[src/common/tscdt_cfg.svh]
// Offsets, field positions, reset values and sizes of the timer start and dead-time block.
// Assumes a 32-bit APB slave port with 12-bit byte addresses on a 250 MHz pclk.
// Operation
// - I/O control top bit 1 turns compare into capture; rising, falling or both edges.
// - Code with initial level 1 and toggle drives high, then inverts on each match.
// - After power-on reset the timer pin drives low until its I/O control is written.
// - Start bits 2 to 0 run (1) or halt (0) counters of channels 2 to 0.
// - Clearing a start bit with output pin stops counting; pin keeps its level.
// - Output-mode I/O control write with nonzero code while stopped sets pin at once to new initial level.
// - Channel 5 start bits 2, 1, 0 run or halt phase counters U, V, W.
// - Channel 5 start bits 7 to 3 read zero; software writes zero there.
// - Dead-time enable bit 0 inserts dead time when 1; it resets to 1.
// - Dead-time enable clears only by writing 0 after reading 1; else unchanged.
// - Exactly one dead-time enable register exists, belonging to channel 3.
`ifndef TSCDT_CFG_SVH
`define TSCDT_CFG_SVH

`define TSCDT_OFF_START     12'h000
`define TSCDT_OFF_CH5_START 12'h004
`define TSCDT_OFF_DT_EN     12'h008
`define TSCDT_OFF_DT_VAL    12'h00c
`define TSCDT_OFF_IOC0      12'h010
`define TSCDT_OFF_CMP0      12'h020
`define TSCDT_OFF_CNT0      12'h030
`define TSCDT_OFF_PHASE0    12'h040

`define TSCDT_CH_STEP       12'h004
`define TSCDT_START_W       3
`define TSCDT_IOC_W         4
`define TSCDT_IOC_CAP_BIT   3
`define TSCDT_IOC_INIT_BIT  2
`define TSCDT_IOC_BOTH_BIT  1
`define TSCDT_IOC_FALL_BIT  0
`define TSCDT_DT_EN_BIT     0
`define TSCDT_DT_EN_RST     1'b1
`define TSCDT_DT_VAL_W      8
`define TSCDT_DT_VAL_RST    8'h00
`define TSCDT_CNT_W         16

`endif

[src/common/tscdt_pkg.sv]
// Types shared by the timer start and dead-time block.
// Assumes nothing beyond a SystemVerilog elaborator.
package tscdt_pkg;

    typedef enum logic [3:0] {
        TSCDT_ACT_HOLD   = 4'h1,
        TSCDT_ACT_LOW    = 4'h2,
        TSCDT_ACT_HIGH   = 4'h4,
        TSCDT_ACT_TOGGLE = 4'h8
    } tscdt_act_e;

endpackage

[src/core/tscdt_chan.sv]
// One timer channel: counter, compare/capture register, pin control.
// Assumes write strobes are single-cycle pulses from the register slave on pclk.
`include "tscdt_cfg.svh"

module tscdt_chan #(
    parameter int CNT_W = `TSCDT_CNT_W
) (
    input  wire logic             pclk,
    input  wire logic             presetn,
    input  wire logic             run,
    input  wire logic             ioc_wr,
    input  wire logic             cnt_wr,
    input  wire logic             cmp_wr,
    input  wire logic [CNT_W-1:0] wdata,
    input  wire logic             pin_i,
    output logic [`TSCDT_IOC_W-1:0] ioc,
    output logic [CNT_W-1:0]      count,
    output logic [CNT_W-1:0]      compare,
    output logic                  pin_o,
    output logic                  pin_oe
);

    function automatic tscdt_pkg::tscdt_act_e act_of(input logic [1:0] code);
        case (code)
            2'h1:    act_of = tscdt_pkg::TSCDT_ACT_LOW;
            2'h2:    act_of = tscdt_pkg::TSCDT_ACT_HIGH;
            2'h3:    act_of = tscdt_pkg::TSCDT_ACT_TOGGLE;
            default: act_of = tscdt_pkg::TSCDT_ACT_HOLD;
        endcase
    endfunction

    logic sync1_reg;
    logic sync2_reg;
    logic sync3_reg;
    logic rise;
    logic fall;
    logic cap_mode;
    logic cap_hit;
    logic match;

    // Pin comes from outside the clock domain
    always_ff @(posedge pclk or negedge presetn)
    begin
        if (!presetn)
        begin
            sync1_reg <= 1'b0;
            sync2_reg <= 1'b0;
            sync3_reg <= 1'b0;
        end
        else
        begin
            sync1_reg <= pin_i;
            sync2_reg <= sync1_reg;
            sync3_reg <= sync2_reg;
        end
    end

    assign rise     = sync2_reg & ~sync3_reg;
    assign fall     = ~sync2_reg & sync3_reg;
    assign cap_mode = ioc[`TSCDT_IOC_CAP_BIT];
    assign cap_hit  = cap_mode & run &
                      (ioc[`TSCDT_IOC_BOTH_BIT] ? (rise | fall) :
                       (ioc[`TSCDT_IOC_FALL_BIT] ? fall : rise));
    assign match    = run & ~cap_mode & (count == compare);

    always_ff @(posedge pclk or negedge presetn)
    begin
        if (!presetn)
            ioc <= '0;
        else if (ioc_wr)
            ioc <= wdata[`TSCDT_IOC_W-1:0];
    end

    // Halted counter holds its value
    always_ff @(posedge pclk or negedge presetn)
    begin
        if (!presetn)
            count <= '0;
        else if (cnt_wr)
            count <= wdata;
        else if (run)
            count <= count + 1'b1;
    end

    always_ff @(posedge pclk or negedge presetn)
    begin
        if (!presetn)
            compare <= '0;
        else if (cmp_wr)
            compare <= wdata;
        else if (cap_hit)
            compare <= count;
    end

    // Driven low from reset until the first I/O control write
    always_ff @(posedge pclk or negedge presetn)
    begin
        if (!presetn)
        begin
            pin_o  <= 1'b0;
            pin_oe <= 1'b1;
        end
        else if (ioc_wr)
        begin
            pin_oe <= ~wdata[`TSCDT_IOC_CAP_BIT];
            // Running channels keep their level; only a halted one reloads
            if (!run && !wdata[`TSCDT_IOC_CAP_BIT] && (wdata[1:0] != 2'h0))
                pin_o <= wdata[`TSCDT_IOC_INIT_BIT];
        end
        else if (match)
        begin
            // Halted counter produces no match, so the level stays put
            case (act_of(ioc[1:0]))
                tscdt_pkg::TSCDT_ACT_LOW:    pin_o <= 1'b0;
                tscdt_pkg::TSCDT_ACT_HIGH:   pin_o <= 1'b1;
                tscdt_pkg::TSCDT_ACT_TOGGLE: pin_o <= ~pin_o;
                default:                     pin_o <= pin_o;
            endcase
        end
    end

endmodule

[src/core/tscdt_top.sv]
// Timer start control for channels 0 to 2, channel 5 phase counters, dead-time enable.
// Assumes an APB master on pclk; timer pins are asynchronous to pclk.
`include "tscdt_cfg.svh"

module tscdt_top #(
    parameter int CNT_W = `TSCDT_CNT_W
) (
    input  wire logic             pclk,
    input  wire logic             presetn,
    input  wire logic             psel,
    input  wire logic             penable,
    input  wire logic             pwrite,
    input  wire logic [11:0]      paddr,
    input  wire logic [31:0]      pwdata,
    output logic [31:0]           prdata,
    output logic                  pready,
    output logic                  pslverr,
    input  wire logic [2:0]       timer_io_pin_i,
    output logic [2:0]            timer_io_pin_o,
    output logic [2:0]            timer_io_pin_oe,
    output logic                  dead_time_enable_o,
    output logic [`TSCDT_DT_VAL_W-1:0] dead_time_value_o
);

    function automatic logic hit(input logic [11:0] addr, input logic [11:0] off);
        hit = (addr[11:2] == off[11:2]);
    endfunction

    function automatic logic [11:0] ch_off(input logic [11:0] base, input int idx);
        ch_off = base + 12'(idx * 4);
    endfunction

    logic [`TSCDT_START_W-1:0] start_reg;
    logic [`TSCDT_START_W-1:0] ch5_start_reg;
    logic                      dte_reg;
    logic                      dte_armed_reg;
    logic [`TSCDT_DT_VAL_W-1:0] dtv_reg;
    logic [CNT_W-1:0]          phase_cnt_reg [3];

    logic                      pready_next;
    logic [31:0]               prdata_next;
    logic                      pslverr_next;
    logic                      done;
    logic                      wr_done;
    logic                      rd_done;

    logic [2:0]                ioc_wr;
    logic [2:0]                cnt_wr;
    logic [2:0]                cmp_wr;
    logic [`TSCDT_IOC_W-1:0]   ioc [3];
    logic [CNT_W-1:0]          count [3];
    logic [CNT_W-1:0]          compare [3];

    // One wait state so read data always comes from a flop
    assign pready_next = psel & penable & ~pready;
    assign done        = psel & penable & pready;
    assign wr_done     = done & pwrite;
    assign rd_done     = done & ~pwrite;

    always_ff @(posedge pclk or negedge presetn)
    begin
        if (!presetn)
        begin
            pready  <= 1'b0;
            prdata  <= 32'h0000_0000;
            pslverr <= 1'b0;
        end
        else
        begin
            pready <= pready_next;
            if (pready_next)
            begin
                prdata  <= prdata_next;
                pslverr <= pslverr_next;
            end
            else
            begin
                prdata  <= 32'h0000_0000;
                pslverr <= 1'b0;
            end
        end
    end

    always_comb
    begin
        prdata_next  = 32'h0000_0000;
        pslverr_next = 1'b0;
        if (hit(paddr, `TSCDT_OFF_START))
            prdata_next = 32'(start_reg);
        else if (hit(paddr, `TSCDT_OFF_CH5_START))
            prdata_next = 32'(ch5_start_reg);
        else if (hit(paddr, `TSCDT_OFF_DT_EN))
            prdata_next = 32'(dte_reg);
        else if (hit(paddr, `TSCDT_OFF_DT_VAL))
            prdata_next = 32'(dtv_reg);
        else
        begin
            pslverr_next = 1'b1;
            for (int i = 0; i < 3; i++)
            begin
                if (hit(paddr, ch_off(`TSCDT_OFF_IOC0, i)))
                begin
                    prdata_next  = 32'(ioc[i]);
                    pslverr_next = 1'b0;
                end
                if (hit(paddr, ch_off(`TSCDT_OFF_CMP0, i)))
                begin
                    prdata_next  = 32'(compare[i]);
                    pslverr_next = 1'b0;
                end
                if (hit(paddr, ch_off(`TSCDT_OFF_CNT0, i)))
                begin
                    prdata_next  = 32'(count[i]);
                    pslverr_next = 1'b0;
                end
                if (hit(paddr, ch_off(`TSCDT_OFF_PHASE0, i)))
                begin
                    prdata_next  = 32'(phase_cnt_reg[i]);
                    pslverr_next = 1'b0;
                end
            end
        end
    end

    // Channel 0 to 2 run control
    always_ff @(posedge pclk or negedge presetn)
    begin
        if (!presetn)
            start_reg <= '0;
        else if (wr_done && hit(paddr, `TSCDT_OFF_START))
            start_reg <= pwdata[`TSCDT_START_W-1:0];
    end

    // Reserved upper bits are never stored, so they read back zero
    always_ff @(posedge pclk or negedge presetn)
    begin
        if (!presetn)
            ch5_start_reg <= '0;
        else if (wr_done && hit(paddr, `TSCDT_OFF_CH5_START))
            ch5_start_reg <= pwdata[`TSCDT_START_W-1:0];
    end

    // Single dead-time enable for the unit, tied to channel 3's PWM pair
    always_ff @(posedge pclk or negedge presetn)
    begin
        if (!presetn)
        begin
            dte_reg       <= `TSCDT_DT_EN_RST;
            dte_armed_reg <= 1'b0;
        end
        else if (done && hit(paddr, `TSCDT_OFF_DT_EN))
        begin
            if (!pwrite)
                dte_armed_reg <= dte_reg;
            else
            begin
                // Guards against a stray write disabling dead time
                if (dte_armed_reg && !pwdata[`TSCDT_DT_EN_BIT])
                    dte_reg <= 1'b0;
                dte_armed_reg <= 1'b0;
            end
        end
    end

    always_ff @(posedge pclk or negedge presetn)
    begin
        if (!presetn)
            dtv_reg <= `TSCDT_DT_VAL_RST;
        else if (wr_done && hit(paddr, `TSCDT_OFF_DT_VAL))
            dtv_reg <= pwdata[`TSCDT_DT_VAL_W-1:0];
    end

    always_ff @(posedge pclk or negedge presetn)
    begin
        if (!presetn)
        begin
            dead_time_enable_o <= `TSCDT_DT_EN_RST;
            dead_time_value_o  <= `TSCDT_DT_VAL_RST;
        end
        else
        begin
            dead_time_enable_o <= dte_reg;
            dead_time_value_o  <= dtv_reg;
        end
    end

    // Phase U, V, W sit on start bits 2, 1, 0
    always_ff @(posedge pclk or negedge presetn)
    begin
        if (!presetn)
        begin
            for (int i = 0; i < 3; i++)
                phase_cnt_reg[i] <= '0;
        end
        else
        begin
            for (int i = 0; i < 3; i++)
            begin
                if (wr_done && hit(paddr, ch_off(`TSCDT_OFF_PHASE0, i)))
                    phase_cnt_reg[i] <= pwdata[CNT_W-1:0];
                else if (ch5_start_reg[2-i])
                    phase_cnt_reg[i] <= phase_cnt_reg[i] + 1'b1;
            end
        end
    end

    always_comb
    begin
        for (int i = 0; i < 3; i++)
        begin
            ioc_wr[i] = wr_done & hit(paddr, ch_off(`TSCDT_OFF_IOC0, i));
            cmp_wr[i] = wr_done & hit(paddr, ch_off(`TSCDT_OFF_CMP0, i));
            cnt_wr[i] = wr_done & hit(paddr, ch_off(`TSCDT_OFF_CNT0, i));
        end
    end

    for (genvar g = 0; g < 3; g++)
    begin : g_chan
        tscdt_chan #(
            .CNT_W (CNT_W)
        ) u_chan (
            .pclk    (pclk),
            .presetn (presetn),
            .run     (start_reg[g]),
            .ioc_wr  (ioc_wr[g]),
            .cnt_wr  (cnt_wr[g]),
            .cmp_wr  (cmp_wr[g]),
            .wdata   (pwdata[CNT_W-1:0]),
            .pin_i   (timer_io_pin_i[g]),
            .ioc     (ioc[g]),
            .count   (count[g]),
            .compare (compare[g]),
            .pin_o   (timer_io_pin_o[g]),
            .pin_oe  (timer_io_pin_oe[g])
        );
    end

endmodule

[config.mk]
export PLATFORM = sky130hd
export DESIGN_NAME = tscdt_top
export DESIGN_NICKNAME = d
export VERILOG_FILES = /design/src/common/tscdt_pkg.sv /design/src/core/tscdt_chan.sv /design/src/core/tscdt_top.sv
export VERILOG_INCLUDE_DIRS = /design/src /design/src/common
export SDC_FILE = /design/constraint.sdc
export NUM_CORES = 1
export LEC_CHECK = 0
export BUFFER_PORTS_ARGS = -buffer_cell sky130_fd_sc_hd__buf_2
export CORE_MARGIN = 4
export CORE_UTILIZATION = 65
export DETAILED_ROUTE_END_ITERATION = 7
export PLACE_DENSITY = 0.83
export SLEW_MARGIN = 20
export SYNTH_ARGS = -nofsm -noshare
export SYNTH_HDL_FRONTEND = slang
export SYNTH_SLANG_ARGS = --single-unit
[constraint.sdc]
create_clock -name pclk -period 5.1 [get_ports pclk]
set_input_delay 1.02 -clock pclk [delete_from_list [all_inputs] [get_ports pclk]]
set_output_delay 1.02 -clock pclk [all_outputs]
set_load 0.01 [all_outputs]
Yosys cells after proc, flatten, opt, wreduce, memory -nomap -nowiden
Index checks and enable logic that the tools add are counted.
Widths: inputs -> output; s select.
Word-level totals
  memories: 0
  memory bits (writable): 0
  output and inout port bits: 49
  bits of input ports: 52
  latch bits: 0
  register bits: 230
  logic and storage cells: 250
  memory bits (read-only): 0
Cells by class
  magnitude comparators: 0
  equal/unequal tests: 39
  shifts and indexed selects: 0
  $mul: 0
  div/mod/pow operators: 0
  bitwise operators: 48
  mux-type cells: 80
  reduce and logical (&&, ||, !) cells: 40
  $add $sub $neg: 6
Operators with widths (count)
  $mux 32: 16
  $mux 16: 18
  $add 16x1->16 const B: 6
  $eq 10x4->1 const B: 6
  $eq 16x16->1: 3
  $pmux 4 s3: 3
  $mux 1: 33
  $and 1x1->1: 31
  $eq 10x3->1 const B: 3
  $eq 10x5->1 const B: 3
  $mux 4: 7
  $reduce_bool 2->1: 13
  $eq 10x2->1 const B: 2
  $logic_and 1x1->1: 14
  $not 1->1: 14
  $eq 2x2->1 const B: 6
  $eq 4x2->1 const B: 3
  $eq 4x3->1 const B: 3
  $eq 4x4->1 const B: 3
  $reduce_and 3->1: 4
  $reduce_bool 4->1: 3
  $eq 10x1->1 const B: 1
  $logic_not 10->1: 1
  $pmux 1 s3: 3
  4 further kinds: 14

Logic depth before layout (Yosys ltp)
  depth in word-level cells: 18
  gate-level depth with buffers: 9
  gate-level depth less buffers: 7

Hierarchy
A second synthesis with hierarchy kept.
Unflattened totals
  cells, all modules: 1309
  area total of the unflattened synthesis: 12604.6 um2
By module, submodules not included
  tscdt_chan: instances 3, sequential area each 1027.2 um2, cells each 204, area each 2240.9 um2
  tscdt_top: instances 1, sequential area each 2279.7 um2, cells each 697, area each 5881.9 um2

Least setup slack after synthesis
OpenSTA, ideal clock, no wires.
  path kind: input to register
  from: input port paddr[7]
  to: register prdata[1]
  setup time: 0.124 ns
  setup slack: 2.366 ns
  stages on the path: 7
  data required time: 4.976 ns
  buffers on the path: 2
  arrival: 2.610 ns
  cells stage by stage: or4_1 buf_2 buf_6 or3_1 a311oi_1 o21ai_1 o2bb2ai_1
On the way
  longest elaborated chain between the ends: 18
  elaborated cells between the ends (all ways): 33
  those cells by class: eq/ne (15); mux (17); reduce/logical (1)
Ends and longest elaborated chain
  from (decl): line tscdt_top.sv:13  | input wire logic [11:0] paddr,
  $eq 10x3->1: line tscdt_top.sv:26  | hit = (addr[11:2] == off[11:2]);
  $mux 4: line tscdt_top.sv:101  | if (hit(paddr, ch_off(`TSCDT_OFF_IOC0, i)))
  $mux 32: line tscdt_top.sv:106  | if (hit(paddr, ch_off(`TSCDT_OFF_CMP0, i)))
  $mux 32: line tscdt_top.sv:111  | if (hit(paddr, ch_off(`TSCDT_OFF_CNT0, i)))
  $mux 32: line tscdt_top.sv:116  | if (hit(paddr, ch_off(`TSCDT_OFF_PHASE0, i)))
  $mux 32: line tscdt_top.sv:101
  $mux 32: line tscdt_top.sv:106
  $mux 32: line tscdt_top.sv:111
  [2 not listed]
  $mux 32: line tscdt_top.sv:106
  $mux 32: line tscdt_top.sv:111
  $mux 32: line tscdt_top.sv:116
  $mux 32: line tscdt_top.sv:94  | else if (hit(paddr, `TSCDT_OFF_DT_VAL))
  $mux 32: line tscdt_top.sv:92  | else if (hit(paddr, `TSCDT_OFF_DT_EN))
  $mux 32: line tscdt_top.sv:90  | else if (hit(paddr, `TSCDT_OFF_CH5_START))
  $mux 32 (*): line tscdt_top.sv:88  | if (hit(paddr, `TSCDT_OFF_START))
  $mux 32 (*): line tscdt_top.sv:71  | if (pready_next)
  to (signal assigned): line tscdt_top.sv:73  | prdata <= prdata_next;
  to (decl): line tscdt_top.sv:15  | output logic [31:0] prdata,
Mark *: on every way between the ends. The rest lies on a longest branch, timed or not.
A chain may end at the register's enable or synchronous reset.

Worst setup path in the final report
  from: input port paddr[6]
  to: register phase_cnt_reg[3] (netlist name)
On the way
  longest elaborated chain between the ends: 3
  elaborated cells between the ends (all ways): 4
  those cells by class: eq/ne (1); mux (1); reduce/logical (2)
Ends and longest elaborated chain
  $eq 10x5->1 (*): line tscdt_top.sv:26
  $logic_and 1x1->1 (*): line tscdt_top.sv:199  | if (wr_done && hit(paddr, ch_off(`TSCDT_OFF_PHASE0, i)))
  $mux 16 or $reduce_bool 2->1 (tied branches)
  to (signal, indexed assignment): line tscdt_top.sv:200  | phase_cnt_reg[i] <= pwdata[CNT_W-1:0];
  to (signal, indexed assignment): line tscdt_top.sv:202  | phase_cnt_reg[i] <= phase_cnt_reg[i] + 1'b1;
  to (decl): line tscdt_top.sv:38  | logic [CNT_W-1:0] phase_cnt_reg [3];
Marks and branches as above.

==> results.sh <==
export IMPL_status="finished with violations"
export IMPL_failed_checks="DRC"
export IMPL_ctsHoldBuffers=0
export IMPL_min_period_ns=3.286
export IMPL_gp_congestion=0.9762
export IMPL_critPathMaxFanout=32
export IMPL_design_area_um2=13490
export IMPL_worstPathArrival_ns=3.64
export IMPL_synth_area_leaders="dfrtp_1 (42%), nand2_1 (6.2%), xor2_1 (5.5%)"
export IMPL_wl_per_cell_um=21.87
export IMPL_ys_warnings_count=0
export IMPL_io_pins=101
export IMPL_cts_num_sinks=214
export IMPL_start_util_pct=66.07
export IMPL_numCtsBuffers=24
export IMPL_clockBufferDepth=3
export IMPL_synth_area_per_cell_um2=8.994
export IMPL_crit_top_cell="nand2_1"
export IMPL_cts_setup_buffers=0
export IMPL_yosysSeqAreaShare_pct=43.38
export IMPL_reg2reg_depth=4
export IMPL_path_class="input port to register"
export IMPL_clock_latency_ns=0.52
export IMPL_crit_start="paddr[6]"
export IMPL_grt_pass1_wl_mm=56.62
export IMPL_die_area_um2=21280
export IMPL_p_per_area_nw_per_um2=273.9
export IMPL_synth_top_area_share_pct=42.32
export IMPL_cts_root_buf="clkbuf_16"
export IMPL_slew_viol_final=0
export IMPL_antenna_found_initial=0
export IMPL_drt_initial_drc_count=1530
export IMPL_die_y_um=145.9
export IMPL_routed_via_density=6.534
export IMPL_crit_slowest_cell="nor3b_1"
export IMPL_layout_commonest_cell="dfrtp_1"
export IMPL_drive_above_1_share_pct=12.46
export IMPL_nets=1443
export IMPL_firstDrtPassIters=8
export IMPL_ys_types=69
export IMPL_syn_inst=1374
export IMPL_synthFlopType="dfrtp_1"
export IMPL_hold_end="g_chan[2].u_chan.sync2_reg"
export IMPL_p_leak_uw=0.005425
export IMPL_num_rows=50
export IMPL_mostFrequentLayoutCells="dfrtp_1 (209), nand2_1 (203), o21ai_0 (126)"
export IMPL_io_buffers=66
export IMPL_cp_start_kind="input port"
export IMPL_tightest_slew_ns=1.091
export IMPL_fp_dieW_um=145.9
export IMPL_area_growth_syn_to_layout_pct=9.132
export IMPL_rsz0062_at_grt="no"
export IMPL_cp_end_kind="register"
export IMPL_cts_clk_slew_worst_paths_ns=0.06
export IMPL_yosys_area_top_type="dfrtp_1"
export IMPL_hold_ws_ns=0.3551
export IMPL_synth_async_reset_ratio_pct=100.0
export IMPL_grt_max_degree=126
export IMPL_setup_violations=0
export IMPL_reg2reg_from="pready"
export IMPL_drc=14
export IMPL_hpwl_mm=24.28
export IMPL_htree_levels=1
export IMPL_hold_path_cell_count=0
export IMPL_finalHoldViolCount=0
export IMPL_period_share_pct=64.44
export IMPL_syn_area_um2=12360
export IMPL_hold_start="g_chan[2].u_chan.sync1_reg"
export IMPL_gr_total_overflow=0
export IMPL_worstPathRequired_ns=5.45
export IMPL_irDropWorstVdd_v=0.0002656
export IMPL_fin_skew_ns=0.006507
export IMPL_grt_pass1_vias=10181
export IMPL_fillers=1323
export IMPL_holdCritPathClass="register to register"
export IMPL_dpl_cell_area_um2=12660
export IMPL_synth_edf_count=0
export IMPL_core_um2=18710
export IMPL_critical_path_max_stage_delay_ns=0.70
export IMPL_finalSetupTns_ns=0
export IMPL_max_cap_violations=0
export IMPL_cts_resized=0
export IMPL_r2r_end="g_chan[0].u_chan.compare[6]"
export IMPL_slew_headroom_pct=26.96
export IMPL_track_usage_pct=33.04
export IMPL_antenna_cells=0
export IMPL_postRouteWirelength_mm=35.64
export IMPL_cts_tree="done"
export IMPL_ant_nets=0
export IMPL_ff2ff_setup_slack_ns=2.28
export IMPL_vias=10651
export IMPL_fmax_mhz=304.3
export IMPL_crit_chain="buf_2, nor3b_1, nand2_1, nor2_2, nand2_1, nor2_1, a21oi_1"
export IMPL_ys_ff_latch=214
report_power, final:
part	switching [µW]	leakage (µW)	internal, µW	total, µW
logic	150	0.00279	46.2	197
registers	13.1	0.00224	1710	1720
clock network	722	0.000399	1050	1780
total	886	0.00543	2810	3690
worst max-delay path, delay by kind of cell:
kind | cells | cell delay, ns
AO/OA/AOI/OAI | 1 | 0.07
AND/OR/NAND/NOR | 5 | 2.36
buffers and inverters | 1 | 0.18
cell type report:
cell class | instances | area (µm²) | area share (%)
repair buffers | 86 | 503.0 | 3.729
well taps | 234 | 292.8 | 2.171
flip-flops and latches | 214 | 5361 | 39.75
inverters | 16 | 60.06 | 0.4453
clock inverters | 12 | 122.6 | 0.9092
multi-input cells | 1037 | 6459 | 47.89
clock buffers | 31 | 688.2 | 5.103
cells in the mapped netlist (22+ instances only):
master / n
dfrtp_1: 209
nor2_1: 102
clkbuf_1: 72
o21ai_0: 126
xnor2_1: 61
buf_4: 22
nand3_1: 48
xor2_1: 77
mux2i_1: 55
and3_1: 23
buf_2: 22
nand2_1: 203
nand4_1: 25
a21oi_1: 91
metrics by stage:
step / total power (µW) / instances / util (%) / setup WS [ns]
after CTS: 3701 / 1630 / 72.01 / 1.921
after floorplan: 1848 / 1389 / - / 2.366
final: 3694 / 1630 / 72.10 / 1.814
after detailed placement: 1943 / 1587 / 67.68 / 1.431
after global routing: 3795 / 1630 / 72.10 / 1.593
after global placement: 1939 / 1587 / 67.68 / 1.489
layer usage:
| metal | GRT usage [%] | share of wire [%] | vias up |
|---|---|---|---|
| met3 | 5.170 | 10 | 121 |
| met5 | 0 | 0 | - |
| met1 | 46.30 | 40 | 5082 |
| met4 | 14.86 | 5.3 | 0 |
| li1 | - | - | 4796 |
| met2 | 51.17 | 45 | 652 |
worst max path at each step:
stage                                   to  slack (ns)
after global routing      phase_cnt_reg[3]        1.59
after CTS                 phase_cnt_reg[3]        1.92
after global placement    phase_cnt_reg[3]        1.49
final                     phase_cnt_reg[3]        1.81
after floorplan                  prdata[1]        2.37
after detailed placement  phase_cnt_reg[3]        1.43
cells by family after synthesis:
group / after synthesis / share of synthesized area [%]
other cells: 1 / 0.03034
compound gates: 328 / 16.15
fa+ha+maj: 12 / 1.215
buf+inv: 138 / 5.153
flops: 214 / 43.38
simple gates: 465 / 17.50
xor+xnor: 138 / 9.780
mux: 78 / 6.794
(Power assumes the default switching activity.)
